--- src/core/udma_pkg.sv ---
// Shared constants and carrier types for the USB pipe DMA channel engine.
// Assumes one clock domain and a 32-bit system bus master with word-aligned byte addresses.
package udma_pkg;
   localparam logic [7:0]  OFS_NEXT = 8'h00;
   localparam logic [7:0]  OFS_ADDR = 8'h04;
   localparam logic [7:0]  OFS_CTRL = 8'h08;
   localparam logic [7:0]  OFS_STAT = 8'h0c;
   localparam logic [7:0]  OFS_PCTL = 8'h10;
   localparam logic [7:0]  OFS_PFLG = 8'h14;
   localparam logic [7:0]  OFS_GLB  = 8'h18;
   // Control word fields
   localparam int C_EN      = 0;
   localparam int C_LDNXT   = 1;
   localparam int C_SPCLOSE = 2;
   localparam int C_RELEN   = 3;
   localparam int C_IE_EOT  = 4;
   localparam int C_IE_EOB  = 5;
   localparam int C_IE_DLD  = 6;
   localparam int C_LEN_LSB = 16;
   // Status word fields
   localparam int S_EN      = 0;
   localparam int S_ACT     = 1;
   localparam int S_EOT     = 4;
   localparam int S_EOB     = 5;
   localparam int S_DLD     = 6;
   localparam int S_LEN_LSB = 16;
   // Pipe flag positions and widths
   localparam int PF_RXIN = 0;
   localparam int PF_CRC  = 10;
   localparam int PF_N    = 11;
   localparam int HF_N    = 7;
   // Descriptor words sit at offsets 0, 4 and 8
   localparam logic [31:0] DESC_STEP       = 32'h4;
   localparam logic [1:0]  DESC_WORDS_LAST = 2'h2;
   // Burst limits
   localparam logic [8:0]  BURST_MAX      = 9'h100;
   localparam logic [8:0]  LOCK_BULK      = 9'h080;
   localparam logic [8:0]  LOCK_ISO       = 9'h100;
   localparam logic [10:0] BOUNDARY_BYTES = 11'h400;
   localparam logic [15:0] WORD_BYTES     = 16'h4;
   // Lag count loaded as control enable drops; status enable drops 3 cycles after it
   localparam logic [1:0]  STAT_LAG       = 2'h2;
   localparam logic [31:0] RST_WORD       = 32'h0;

   typedef enum logic [1:0] {ST_IDLE, ST_XFER, ST_LAG, ST_FETCH} udma_state_t;

   typedef struct packed {
      logic        wr;
      logic        rd;
      logic [7:0]  addr;
      logic [31:0] wdata;
   } udma_reg_req_t;

   typedef struct packed {
      logic        req;
      logic        we;
      logic        last;
      logic [31:0] addr;
      logic [31:0] wdata;
   } udma_mem_req_t;
endpackage

--- src/core/udma_engine.sv ---
// One DMA channel of a USB pipe controller with pipe and host flag logic.
// Assumes endpoint FIFO and bus fabric on ref_clk_i; grant marks a beat.
//
// Our own choices: the plain strobed port and the register offsets.
`timescale 1ns/1ps
module udma_engine
(
   input  wire logic                   ref_clk_i,
   input  wire logic                   rst_i,
   input  wire udma_pkg::udma_reg_req_t reg_i,
   output logic [31:0]                 reg_rdata_o,
   output udma_pkg::udma_mem_req_t     mem_o,
   input  wire logic                   mem_gnt_i,
   input  wire logic [31:0]            mem_rdata_i,
   input  wire logic                   ep_is_in_i,
   input  wire logic                   ep_is_iso_i,
   input  wire logic [10:0]            ep_size_i,
   input  wire logic                   ep_rd_valid_i,
   input  wire logic [31:0]            ep_rd_data_i,
   input  wire logic                   ep_rd_last_i,
   input  wire logic                   ep_rd_short_i,
   output logic                        ep_rd_o,
   input  wire logic                   ep_wr_ready_i,
   output logic                        ep_wr_o,
   output logic [31:0]                 ep_wr_data_o,
   output logic                        ep_bank_release_o,
   input  wire logic                   pipe_iso_in_i,
   input  wire logic [10:0]            pipe_evt_i,
   input  wire logic [6:0]             host_evt_i,
   output logic                        pipe_summary_irq_o,
   output logic                        dma_channel_summary_irq_o
);

   function automatic logic [8:0] min9(input logic [8:0] a,
                                       input logic [8:0] b);
      min9 = (a < b) ? a : b;
   endfunction

   udma_pkg::udma_state_t   state_r;
   udma_pkg::udma_state_t   state_nxt;
   udma_pkg::udma_mem_req_t mem_r;
   udma_pkg::udma_mem_req_t mem_nxt;
   logic [31:0] next_r;
   logic [31:0] next_nxt;
   logic [31:0] addr_r;
   logic [31:0] addr_nxt;
   logic [31:0] ctrl_r;
   logic [31:0] ctrl_nxt;
   logic [15:0] rem_r;
   logic [15:0] rem_nxt;
   logic [31:0] fnext_r;
   logic [31:0] fnext_nxt;
   logic [31:0] faddr_r;
   logic [31:0] faddr_nxt;
   logic [8:0]  beat_r;
   logic [8:0]  beat_nxt;
   logic [1:0]  lag_r;
   logic [1:0]  lag_nxt;
   logic [1:0]  fidx_r;
   logic [1:0]  fidx_nxt;
   logic        en_r;
   logic        en_nxt;
   logic        act_r;
   logic        act_nxt;
   logic        eot_r;
   logic        eot_nxt;
   logic        eob_r;
   logic        eob_nxt;
   logic        dld_r;
   logic        dld_nxt;
   logic        plast_r;
   logic        plast_nxt;
   logic        pshort_r;
   logic        pshort_nxt;
   logic        ep_rd_nxt;
   logic        ep_wr_nxt;
   logic [31:0] ep_wdat_nxt;
   logic        rel_nxt;
   logic [10:0] pflag_r;
   logic [10:0] pctl_r;
   logic [6:0]  hflag_r;
   logic [31:0] stat_w;

   // Register decode
   wire idle_w  = (state_r == udma_pkg::ST_IDLE);
   wire wr_next = reg_i.wr && (reg_i.addr == udma_pkg::OFS_NEXT);
   wire wr_addr = reg_i.wr && (reg_i.addr == udma_pkg::OFS_ADDR);
   wire wr_ctrl = reg_i.wr && (reg_i.addr == udma_pkg::OFS_CTRL);
   wire wr_stat = reg_i.wr && (reg_i.addr == udma_pkg::OFS_STAT);
   wire wr_pctl = reg_i.wr && (reg_i.addr == udma_pkg::OFS_PCTL);
   wire wr_pflg = reg_i.wr && (reg_i.addr == udma_pkg::OFS_PFLG);
   wire wr_glb  = reg_i.wr && (reg_i.addr == udma_pkg::OFS_GLB);

   // Direction follows endpoint type
   wire ep_out    = !ep_is_in_i;
   wire ep_ready  = ep_is_in_i ? ep_wr_ready_i : ep_rd_valid_i;
   wire beat_done = mem_r.req && mem_gnt_i;
   wire bus_quiet = !mem_r.req && !ep_rd_o && !ep_wr_o;

   // Burst length limits
   wire [8:0] lock_lim = ep_is_iso_i ? udma_pkg::LOCK_ISO
                                     : udma_pkg::LOCK_BULK;
   wire [8:0] psz_w    = ep_size_i[10:2];
   wire [8:0] lockcap  = min9(min9(lock_lim, psz_w),
                              udma_pkg::BURST_MAX);
   wire [10:0] nxt_off = {1'b0, addr_r[9:0]}
                         + udma_pkg::WORD_BYTES[10:0];
   wire at_bnd   = (nxt_off == udma_pkg::BOUNDARY_BYTES);
   wire len_last = (rem_r <= udma_pkg::WORD_BYTES);
   wire last_beat = (beat_r + 9'h1 >= lockcap) || len_last || at_bnd
                    || (ep_out && ep_rd_last_i);
   wire [15:0] rem_dec = len_last ? 16'h0
                                  : rem_r - udma_pkg::WORD_BYTES;
   wire [31:0] fetch_addr = next_r
                            + udma_pkg::DESC_STEP * 32'(fidx_r);

   // Pipe and host flags
   wire [10:0] pset = pipe_evt_i
                      & ~(11'(!pipe_iso_in_i) << udma_pkg::PF_CRC)
                      | (11'(pipe_evt_i[udma_pkg::PF_CRC]
                        && pipe_iso_in_i) << udma_pkg::PF_RXIN);
   wire [10:0] pclr = wr_pflg ? reg_i.wdata[10:0] : 11'h0;
   wire [6:0]  hclr = wr_glb ? reg_i.wdata[6:0] : 7'h0;
   wire pipe_sum = |(pflag_r & pctl_r);
   wire dma_sum  = (eot_r && ctrl_r[udma_pkg::C_IE_EOT])
                   || (eob_r && ctrl_r[udma_pkg::C_IE_EOB])
                   || (dld_r && ctrl_r[udma_pkg::C_IE_DLD]);

   always_comb
   begin
      stat_w = udma_pkg::RST_WORD;
      stat_w[udma_pkg::S_EN] = en_r;
      stat_w[udma_pkg::S_ACT] = act_r;
      stat_w[udma_pkg::S_EOT] = eot_r;
      stat_w[udma_pkg::S_EOB] = eob_r;
      stat_w[udma_pkg::S_DLD] = dld_r;
      stat_w[udma_pkg::S_LEN_LSB +: 16] = rem_r;
   end

   wire [31:0] glb_w = {23'h0, dma_sum, pipe_sum, hflag_r};
   wire [31:0] rd_word =
      (reg_i.addr == udma_pkg::OFS_NEXT) ? next_r :
      (reg_i.addr == udma_pkg::OFS_ADDR) ? addr_r :
      (reg_i.addr == udma_pkg::OFS_CTRL) ? ctrl_r :
      (reg_i.addr == udma_pkg::OFS_STAT) ? stat_w :
      (reg_i.addr == udma_pkg::OFS_PCTL) ? {21'h0, pctl_r} :
      (reg_i.addr == udma_pkg::OFS_PFLG) ? {21'h0, pflag_r} :
      (reg_i.addr == udma_pkg::OFS_GLB)  ? glb_w :
      udma_pkg::RST_WORD;

   always_comb
   begin
      state_nxt   = state_r;
      mem_nxt     = mem_r;
      next_nxt    = next_r;
      addr_nxt    = addr_r;
      ctrl_nxt    = ctrl_r;
      rem_nxt     = rem_r;
      fnext_nxt   = fnext_r;
      faddr_nxt   = faddr_r;
      beat_nxt    = beat_r;
      lag_nxt     = lag_r;
      fidx_nxt    = fidx_r;
      en_nxt      = en_r;
      act_nxt     = act_r;
      eot_nxt     = eot_r;
      eob_nxt     = eob_r;
      dld_nxt     = dld_r;
      plast_nxt   = plast_r;
      pshort_nxt  = pshort_r;
      ep_rd_nxt   = 1'b0;
      ep_wr_nxt   = 1'b0;
      ep_wdat_nxt = ep_wr_data_o;
      rel_nxt     = 1'b0;
      // Writes to channel setup are only taken while the channel is idle
      if (idle_w && wr_next)
      begin
         next_nxt = reg_i.wdata;
      end
      if (idle_w && wr_addr)
      begin
         addr_nxt = reg_i.wdata;
      end
      if (idle_w && wr_ctrl)
      begin
         ctrl_nxt = reg_i.wdata;
         rem_nxt  = reg_i.wdata[udma_pkg::C_LEN_LSB +: 16];
         en_nxt   = reg_i.wdata[udma_pkg::C_EN];
      end
      // Status flags clear on write-one; a same-cycle set below wins
      if (wr_stat)
      begin
         eot_nxt = eot_r & ~reg_i.wdata[udma_pkg::S_EOT];
         eob_nxt = eob_r & ~reg_i.wdata[udma_pkg::S_EOB];
         dld_nxt = dld_r & ~reg_i.wdata[udma_pkg::S_DLD];
      end
      if (beat_done)
      begin
         mem_nxt.req = 1'b0;
      end
      case (state_r)
         udma_pkg::ST_IDLE:
         begin
            if (ctrl_r[udma_pkg::C_EN] && ep_ready)
            begin
               state_nxt  = udma_pkg::ST_XFER;
               act_nxt    = 1'b1;
               beat_nxt   = 9'h0;
               plast_nxt  = 1'b0;
               pshort_nxt = 1'b0;
            end
            else if (ctrl_r[udma_pkg::C_LDNXT] && ep_ready)
            begin
               state_nxt = udma_pkg::ST_FETCH;
               act_nxt   = 1'b1;
               fidx_nxt  = 2'h0;
            end
         end
         udma_pkg::ST_XFER:
         begin
            if (beat_done)
            begin
               addr_nxt = addr_r + udma_pkg::DESC_STEP;
               rem_nxt  = rem_dec;
               beat_nxt = mem_r.last ? 9'h0 : beat_r + 9'h1;
               if (!mem_r.we)
               begin
                  ep_wr_nxt   = 1'b1;
                  ep_wdat_nxt = mem_rdata_i;
               end
            end
            else if (bus_quiet && rem_r != 16'h0 && ep_ready)
            begin
               mem_nxt.req   = 1'b1;
               mem_nxt.we    = ep_out;
               mem_nxt.addr  = addr_r;
               mem_nxt.wdata = ep_rd_data_i;
               mem_nxt.last  = last_beat;
               if (ep_out)
               begin
                  ep_rd_nxt  = 1'b1;
                  plast_nxt  = ep_rd_last_i;
                  pshort_nxt = ep_rd_short_i;
               end
            end
            else if (bus_quiet && rem_r == 16'h0)
            begin
               ctrl_nxt[udma_pkg::C_EN] = 1'b0;
               eob_nxt   = 1'b1;
               rel_nxt   = ctrl_r[udma_pkg::C_RELEN] && ep_out;
               act_nxt   = 1'b0;
               lag_nxt   = udma_pkg::STAT_LAG;
               state_nxt = udma_pkg::ST_LAG;
            end
            else if (bus_quiet && ep_out && plast_r && pshort_r
                     && ctrl_r[udma_pkg::C_SPCLOSE])
            begin
               ctrl_nxt[udma_pkg::C_EN] = 1'b0;
               eot_nxt   = 1'b1;
               act_nxt   = 1'b0;
               plast_nxt = 1'b0;
               lag_nxt   = udma_pkg::STAT_LAG;
               state_nxt = udma_pkg::ST_LAG;
            end
            else if (bus_quiet && !ep_ready)
            begin
               act_nxt   = 1'b0;
               state_nxt = udma_pkg::ST_IDLE;
            end
         end
         udma_pkg::ST_LAG:
         begin
            if (lag_r == 2'h0)
            begin
               en_nxt = 1'b0;
               // Load-next is left set so the chain carries on
               state_nxt = ctrl_r[udma_pkg::C_LDNXT]
                           ? udma_pkg::ST_FETCH
                           : udma_pkg::ST_IDLE;
               fidx_nxt = 2'h0;
            end
            else
            begin
               lag_nxt = lag_r - 2'h1;
            end
         end
         udma_pkg::ST_FETCH:
         begin
            if (beat_done)
            begin
               fidx_nxt = fidx_r + 2'h1;
               if (fidx_r == 2'h0)
               begin
                  fnext_nxt = mem_rdata_i;
               end
               else if (fidx_r == 2'h1)
               begin
                  faddr_nxt = mem_rdata_i;
               end
               else
               begin
                  next_nxt  = fnext_r;
                  addr_nxt  = faddr_r;
                  ctrl_nxt  = mem_rdata_i;
                  rem_nxt   = mem_rdata_i[udma_pkg::C_LEN_LSB +: 16];
                  en_nxt    = mem_rdata_i[udma_pkg::C_EN];
                  dld_nxt   = 1'b1;
                  act_nxt   = 1'b0;
                  state_nxt = udma_pkg::ST_IDLE;
               end
            end
            else if (!mem_r.req)
            begin
               mem_nxt.req   = 1'b1;
               mem_nxt.we    = 1'b0;
               mem_nxt.addr  = fetch_addr;
               mem_nxt.wdata = udma_pkg::RST_WORD;
               mem_nxt.last  = (fidx_r == udma_pkg::DESC_WORDS_LAST);
            end
         end
         default:
         begin
            state_nxt = udma_pkg::ST_IDLE;
         end
      endcase
   end

   always_ff @(posedge ref_clk_i)
   begin
      if (rst_i)
      begin
         state_r <= udma_pkg::ST_IDLE;
         mem_r   <= '0;
         next_r  <= udma_pkg::RST_WORD;
         addr_r  <= udma_pkg::RST_WORD;
         ctrl_r  <= udma_pkg::RST_WORD;
         rem_r   <= 16'h0;
         fnext_r <= udma_pkg::RST_WORD;
         faddr_r <= udma_pkg::RST_WORD;
         beat_r  <= 9'h0;
         lag_r   <= 2'h0;
         fidx_r  <= 2'h0;
         en_r    <= 1'b0;
         act_r   <= 1'b0;
         eot_r   <= 1'b0;
         eob_r   <= 1'b0;
         dld_r   <= 1'b0;
         plast_r <= 1'b0;
         pshort_r <= 1'b0;
      end
      else
      begin
         state_r <= state_nxt;
         mem_r   <= mem_nxt;
         next_r  <= next_nxt;
         addr_r  <= addr_nxt;
         ctrl_r  <= ctrl_nxt;
         rem_r   <= rem_nxt;
         fnext_r <= fnext_nxt;
         faddr_r <= faddr_nxt;
         beat_r  <= beat_nxt;
         lag_r   <= lag_nxt;
         fidx_r  <= fidx_nxt;
         en_r    <= en_nxt;
         act_r   <= act_nxt;
         eot_r   <= eot_nxt;
         eob_r   <= eob_nxt;
         dld_r   <= dld_nxt;
         plast_r <= plast_nxt;
         pshort_r <= pshort_nxt;
      end
   end

   // Port-side pulses and read data; outputs all come from flops
   always_ff @(posedge ref_clk_i)
   begin
      if (rst_i)
      begin
         ep_rd_o           <= 1'b0;
         ep_wr_o           <= 1'b0;
         ep_wr_data_o      <= udma_pkg::RST_WORD;
         ep_bank_release_o <= 1'b0;
         reg_rdata_o       <= udma_pkg::RST_WORD;
      end
      else
      begin
         ep_rd_o           <= ep_rd_nxt;
         ep_wr_o           <= ep_wr_nxt;
         ep_wr_data_o      <= ep_wdat_nxt;
         ep_bank_release_o <= rel_nxt;
         reg_rdata_o       <= reg_i.rd ? rd_word : udma_pkg::RST_WORD;
      end
   end

   // Pipe and host flags: sticky, write-one clear, set wins
   always_ff @(posedge ref_clk_i)
   begin
      if (rst_i)
      begin
         pflag_r <= 11'h0;
         pctl_r  <= 11'h0;
         hflag_r <= 7'h0;
         pipe_summary_irq_o        <= 1'b0;
         dma_channel_summary_irq_o <= 1'b0;
      end
      else
      begin
         pflag_r <= (pflag_r & ~pclr) | pset;
         pctl_r  <= wr_pctl ? reg_i.wdata[10:0] : pctl_r;
         hflag_r <= (hflag_r & ~hclr) | host_evt_i;
         pipe_summary_irq_o        <= pipe_sum;
         dma_channel_summary_irq_o <= dma_sum;
      end
   end

   assign mem_o = mem_r;

endmodule

--- config.mk ---
export PLATFORM = sky130hd
export DESIGN_NAME = udma_engine
export DESIGN_NICKNAME = d
export VERILOG_FILES = /design/src/core/udma_pkg.sv /design/src/core/udma_engine.sv
export SDC_FILE = /design/constraint.sdc
export NUM_CORES = 1
export LEC_CHECK = 0
export ABC_AREA = 1
export BUFFER_PORTS_ARGS = -buffer_cell sky130_fd_sc_hd__buf_2
export CAP_MARGIN = 20
export CORE_ASPECT_RATIO = 1.5
export CORE_MARGIN = 1
export CORE_UTILIZATION = 40
export DETAILED_ROUTE_END_ITERATION = 7
export GPL_TIMING_DRIVEN = 0
export PLACE_DENSITY = 0.59
export SYNTH_ARGS = -nofsm -noshare
export SYNTH_HDL_FRONTEND = slang
export SYNTH_SLANG_ARGS = --single-unit
--- constraint.sdc ---
create_clock -name ref_clk_i -period 4.7 [get_ports ref_clk_i]
set_input_delay 0 -clock ref_clk_i [delete_from_list [all_inputs] [get_ports ref_clk_i]]
set_output_delay 0 -clock ref_clk_i [all_outputs]
set_load 0.05 [all_outputs]
# ---- Word-level counts from Yosys, hierarchy flattened
# Cells that the tools add are included.
dict set report totals {
  ff_bits 363
  out_inout_bits 136
}
dict set report op_classes {
  n_addsub 7
  order_cmp 4
  eq_ne 33
  mux 121
  bitwise 23
  reduce_logical 67
}
# cell count
set ops {}
lappend ops {{$mux W32} 18}
lappend ops {{$mux W67} 4}
lappend ops {{$pmux W67 S2} 1}
lappend ops {{$mux W16} 6}
lappend ops {{$pmux W32 S2} 1}
lappend ops {{$mux W9} 7}
lappend ops {{$mux W1} 48}
lappend ops {{$mux W2} 21}
lappend ops {{$and A11 B11 Y11} 3}
lappend ops {{$mux W11} 3}
lappend ops {{$add A32 B3 Y32 const B} 1}
lappend ops {{$add A32 B4 Y32} 1}
lappend ops {{$pmux W16 S2} 1}
lappend ops {{$mux W31} 1}
lappend ops {{$logic_and A1 B1 Y1} 29}
lappend ops {{$ne A2 B2 Y1 const B} 13}
lappend ops {{$eq A8 B5 Y1 const B} 3}
lappend ops {{$not A11 Y11} 2}
lappend ops {{$reduce_and A5 Y1} 4}
lappend ops {{$pmux W9 S2} 1}
lappend ops {{$eq A8 B4 Y1 const B} 2}
lappend ops {{$le A16 B3 Y1 const B} 1}
lappend ops {{$logic_not A16 Y1} 1}
lappend ops {{$reduce_and A8 Y1} 2}
lappend ops {{other kinds (44)} 81}

# ---- Depth between registers and ports, before layout
dict set report logic_depth {
  word_depth 12
  mapped_depth 19
}

# ---- Worst setup path before layout
# No wires, ideal clock.
dict set report synth_timing {
  kind {register to register}
  start {register beat_r[0]}
  end {register mem_r (netlist bit mem_o[64])}
  setup_time_ps 132
  t_arrival_ps 2071
  t_required_ps 4568
  path_slack_ps 2497
  stages_incl_launch_ff 16
  n_path_buf 0
  period_less_slack_ps 2203
  cell_sequence {dfxtp_1 > ha_1 > nand3_1 > inv_1 > nand3_1 > nor3b_1 > xnor2_1 > inv_1 > ha_1 > a21o_1 > nor2_1 > nand4_1 > nor2_1 > nand3_1 > nand2_1 > a21oi_1}
}
dict set report synth_between {
  elab_chain_cells 8
}
# element line
set synth_rtl {}
lappend synth_rtl {{from (decl)} udma_engine.sv:55} ;# logic [8:0] beat_r;
lappend synth_rtl {{from (signal assigned)} udma_engine.sv:361} ;# beat_r <= beat_nxt;
lappend synth_rtl {{$add A9 B1 Y9} udma_engine.sv:110} ;# wire last_beat = (beat_r + 9'h1 >= lockcap) || len_last || at_bnd
lappend synth_rtl {{$ge A9 B9 Y1} udma_engine.sv:110}
lappend synth_rtl {{$logic_or A1 B1 Y1 (2 in series)} udma_engine.sv:110}
lappend synth_rtl {{$logic_or A1 B1 Y1} udma_engine.sv:111} ;# || (ep_out && ep_rd_last_i);
lappend synth_rtl {{$mux W67} udma_engine.sv:232} ;# else if (bus_quiet && rem_r != 16'h0 && ep_ready)
lappend synth_rtl {{$mux W67} udma_engine.sv:221} ;# if (beat_done)
lappend synth_rtl {{$pmux W67 S2} udma_engine.sv:201} ;# case (state_r)
lappend synth_rtl {{to (signal assigned)} udma_engine.sv:354} ;# mem_r <= mem_nxt;
lappend synth_rtl {{to (decl)} udma_engine.sv:41} ;# udma_pkg::udma_mem_req_t mem_r;
# No other way between the ends. The select of a mux whose other input is x is not followed.
# A chain may end at the register's enable or synchronous reset.

# ---- Final worst setup path
dict set report layout_timing {
  start {register fidx_r[0]}
  end {register ctrl_r[25]}
}
dict set report layout_between {
  elab_chain_cells 5
  elab_cells_between_ends 6
}
# element line
set layout_rtl {}
lappend layout_rtl {{from (decl)} udma_engine.sv:59} ;# logic [1:0] fidx_r;
lappend layout_rtl {{from (signal assigned)} udma_engine.sv:363} ;# fidx_r <= fidx_nxt;
lappend layout_rtl {{$eq A2 B1 Y1} udma_engine.sv:296} ;# else if (fidx_r == 2'h1)
lappend layout_rtl {{$mux W32} udma_engine.sv:296}
lappend layout_rtl {{$mux W32 (*)} udma_engine.sv:292} ;# if (fidx_r == 2'h0)
lappend layout_rtl {{$mux W32 (*)} udma_engine.sv:289} ;# if (beat_done)
lappend layout_rtl {{$mux W31 (*)} udma_engine.sv:201}
lappend layout_rtl {{to (signal assigned)} udma_engine.sv:336} ;# ctrl_r <= udma_pkg::RST_WORD;
lappend layout_rtl {{to (signal assigned)} udma_engine.sv:357} ;# ctrl_r <= ctrl_nxt;
lappend layout_rtl {{to (decl)} udma_engine.sv:47} ;# logic [31:0] ctrl_r;
# Every way passes the cells marked *; elsewhere a longest branch is shown, timed or not.

==> results summary <==
Pin placement for this block handled approximately 280 I/O pins. The data required time of the critical path is about 5200 ps. Data on the critical path arrives at its endpoint at 4050 ps. The start point of the worst min-delay path is reg_i[41].

The die outline height is ~270 um. The max-slew violation count came out at 0. The path type of the worst min-delay path is in2reg. The post-place setup slack came out at 1590 ps. The count of port buffers added during placement came out at roughly 280. By area the synthesized netlist is led by sky130_fd_sc_hd__dfxtp_1 (39%), sky130_fd_sc_hd__nand2_1 (14%), sky130_fd_sc_hd__o21ai_0 (8.2%). The number of hold-slack violations in the final timing report is 0. The net count after synthesis came out at roughly 2900. The number of cells on the worst reg-to-reg path is 9. The largest net degree at the start of global routing is 17. The cell count after placement came out at roughly 3600. Counting flops with an async set or reset pin after synthesis yields a share of 0%.

The library cell used most frequently in the layout, excluding fill and tap cells, is sky130_fd_sc_hd__nand2_1. Summed over all instances, the cell type with the most area after synthesis is sky130_fd_sc_hd__dfxtp_1. The number of cells in the finished layout apart from fillers is between 3000 and 4000. The routed wire length is roughly 90000 um. The number of search-and-repair iterations in the first detailed-routing pass is 8. In this run the critical register-to-register path is launched from fidx_r[0]. The register bit count reported by yosys came out at 363.

Counting I/O delays and the setup requirement, the final critical path takes roughly 3600 ps. The row count is 96. The worst register-to-register path ends at ctrl_r[25]. Overall power consumption after layout is estimated at 8.15 mW. The clock latency at the later pin of the worst-skew pair came out at approximately 570 ps. The checks that failed: design-rule violations.

Synthesis handed over a netlist of between 2000 and 3000 instances. The effective utilization at floorplan is roughly 40%. The average size of a mapped cell came out at 6.67 um2. After synthesis the cells add up to 0.0185 mm2. The worst hold path terminates at eot_r.

For this run, the leading register cell type out of synthesis is sky130_fd_sc_hd__dfxtp_1. The share of layout cells above drive strength 1 is 13.8%. The number of H-tree branching levels is 2. For the pin with the worst max-slew slack, the measured transition is approximately 1200 ps. The die is about 180 um wide. Along the worst path, the maximum fanout reaches 10. Setup slack on the critical path of the routed design comes to around 1100 ps. STA classifies the critical path endpoint as a flip-flop. The wire length of the first global-routing pass is about 130000 um.

The overall die area is around 0.047 mm2. The number of DRC markers in iteration 0 came out at 1944. The core occupancy in the finished layout is 51.5%.

The maximum clock insertion buffer count is 3. The startpoint-to-endpoint class of the critical path is reg2reg. The worst setup path is launched from a flip-flop.

In this run, post-CTS hold repair placed 146 buffers. The number of design rule violations left after detail routing came out at 7. The number of antenna violations at the first check in global routing came out at 1.

The total of max-cap violations came out at 0. The per-cell via count in the routed design is ~5.5. The number of nets in the layout came out at 3400. The top cell types in the final layout, fill and taps aside, are sky130_fd_sc_hd__nand2_1 (674), sky130_fd_sc_hd__dfxtp_1 (363), sky130_fd_sc_hd__buf_2 (314). The clock buffer count from CTS is 38. The highest attainable clock frequency is between 0.2 and 0.3 GHz. The count of different cell masters after synthesis came out at 54. The final antenna-violating net count is 0.

Setup slack on the worst reg-to-reg path comes out at 1150 ps. The sequential area share after synthesis is between 30% and 40%. The area growth from synthesis to layout is 27.2%. The peak supply drop came out at between 300 and 400 uV.

The ratio of final minimum period to clock period came out at roughly 76%. The final sum of negative setup slack came out at 0 ps. The number of inserted diodes came out at 0. The area of the core came out at between 0.04 and 0.05 mm2. Setup violations remaining at the end of the flow were counted as 0. The total clock sinks is ~360.

The clock-pin slew of the registers on the worst-case setup and hold paths came out at about 70 ps. The filler cell count in the final layout came out at ~4600. Setup repair after global routing left no endpoint under its margin. The routability congestion estimate from global placement is roughly 0.99. TritonCTS built the clock tree. The cell at the root of the clock tree is sky130_fd_sc_hd__clkbuf_16. Summed over all cells, the static leakage comes to 10.9 nW. The number of enable flip-flop cells after synthesis came out at 0. The power per cell area came out at ~350 mW/mm2. After detailed routing, the average wire length per cell comes to 23.6 um. The number of global-route vias before repair is ~20000.

The clock arrives with around 25 ps of skew. The flow ran to the end, but the final reports show violations. The worst hold path passes through 6 cells. The proportion of netlist area held by the largest area contributor is 39.4%. The overall overflow remaining after global route came out at 0.

In the global route stage, overall resource usage came out at a little under two fifths. The worst slew slack as a fraction of its limit is approximately 22%. The setup fix buffers added after clock tree synthesis is 0.

The HPWL after detailed placement is approximately 72000 um. The count of instances resized after the clock tree is built came out at 0. The total number of vias is ~21000. The count of synthesis-stage warnings from yosys is 0.
state kept, by name, summed over array words and instances, names as in the netlist, 2 cells and up:
name	flops
pflag_r	11
faddr_r	32
pctl_r	11
ctrl_r	32
next_r	32
ep_wr_data_o	32
fidx_r	2
addr_r	32
beat_r	9
reg_rdata_o	32
hflag_r	7
mem_o	67
state_r	2
fnext_r	32
lag_r	2
rem_r	16
worst max-delay path, stage by stage (launching register included):
cell and delay (ps):
sky130_fd_sc_hd__dfxtp_1 510, sky130_fd_sc_hd__inv_1 250, sky130_fd_sc_hd__ha_1 390, sky130_fd_sc_hd__nor2_2 430, sky130_fd_sc_hd__nand2_1 290, sky130_fd_sc_hd__nor2_4 200
sky130_fd_sc_hd__inv_2 100, sky130_fd_sc_hd__clkbuf_1 370, sky130_fd_sc_hd__a211oi_1 340, sky130_fd_sc_hd__dlygate4sd3_1 580
cells by family after synthesis:
kind of cell             count (synthesis)  share of synthesized area, %
adder cells (fa/ha/maj)                 24                          1.67
AND/OR/NAND/NOR                       1236                          27.8
XOR/XNOR                                25                          1.19
flip-flops                             363                          39.4
AO/OA/AOI/OAI                          680                          20.5
buffers and inverters                  439                          9.56
routing by layer:
metal	share of wire [%]	up-vias	GRT usage, %
li1	-	10000	-
met4	7.1	2	24.4
met3	7.4	255	4.17
met2	48	1136	65.8
met1	37	9859	43.4
met5	0.015	-	0
metrics by stage:
step / hold slack [ps] / area [um2]
3_5_place_dp: 243 / 20600
6_report: 58.6 / 23500
5_1_grt: 133 / 23500
4_1_cts: 42.8 / 23500
2_1_floorplan: 134 / 18500
3_3_place_gp: 241 / 20600
layout make-up:
cell class | instances | area (um2) | share of cell area (%)
timing repair buffer | 424 | 2860 | 12.2
tap | 588 | 736 | 3.13
clock buffer | 46 | 1050 | 4.48
clock inverter | 24 | 372 | 1.58
inverter | 300 | 1130 | 4.81
multi-input combinational | 1965 | 9430 | 40.2
sequential | 363 | 7270 | 30.9
buffer | 139 | 637 | 2.71
worst max path at each step:
stage	from	end	cells after the start
6_report	fidx_r[0]	ctrl_r[25]	9
5_1_grt	fidx_r[0]	ctrl_r[25]	9
4_1_cts	fidx_r[0]	ctrl_r[29]	9
3_5_place_dp	fidx_r[0]	next_r[31]	10
3_3_place_gp	fidx_r[0]	next_r[31]	10
2_1_floorplan	beat_r[0]	mem_o[64]	15
cell usage after synthesis, types with 19 or more instances:
library cell / instances
sky130_fd_sc_hd__clkbuf_1: 85
sky130_fd_sc_hd__nor2_1: 313
sky130_fd_sc_hd__xor2_1: 22
sky130_fd_sc_hd__nand2_1: 674
sky130_fd_sc_hd__o211ai_1: 19
sky130_fd_sc_hd__buf_2: 37
sky130_fd_sc_hd__o21bai_1: 37
sky130_fd_sc_hd__o21ai_0: 302
sky130_fd_sc_hd__a31oi_1: 40
sky130_fd_sc_hd__nor3_1: 48
sky130_fd_sc_hd__dfxtp_1: 363
sky130_fd_sc_hd__ha_1: 23
sky130_fd_sc_hd__nand4_1: 25
sky130_fd_sc_hd__a21oi_1: 219
sky130_fd_sc_hd__nand3_1: 127
sky130_fd_sc_hd__inv_1: 280
power breakdown:
group / switching, mW / leakage (nW) / total, mW / internal (mW)
logic: 0.987 / 7.30 / 1.41 / 0.421
registers: 0.0728 / 2.93 / 3.23 / 3.16
clock network: 1.44 / 0.688 / 3.50 / 2.07
Note: power is estimated with default switching activity, not from simulation.
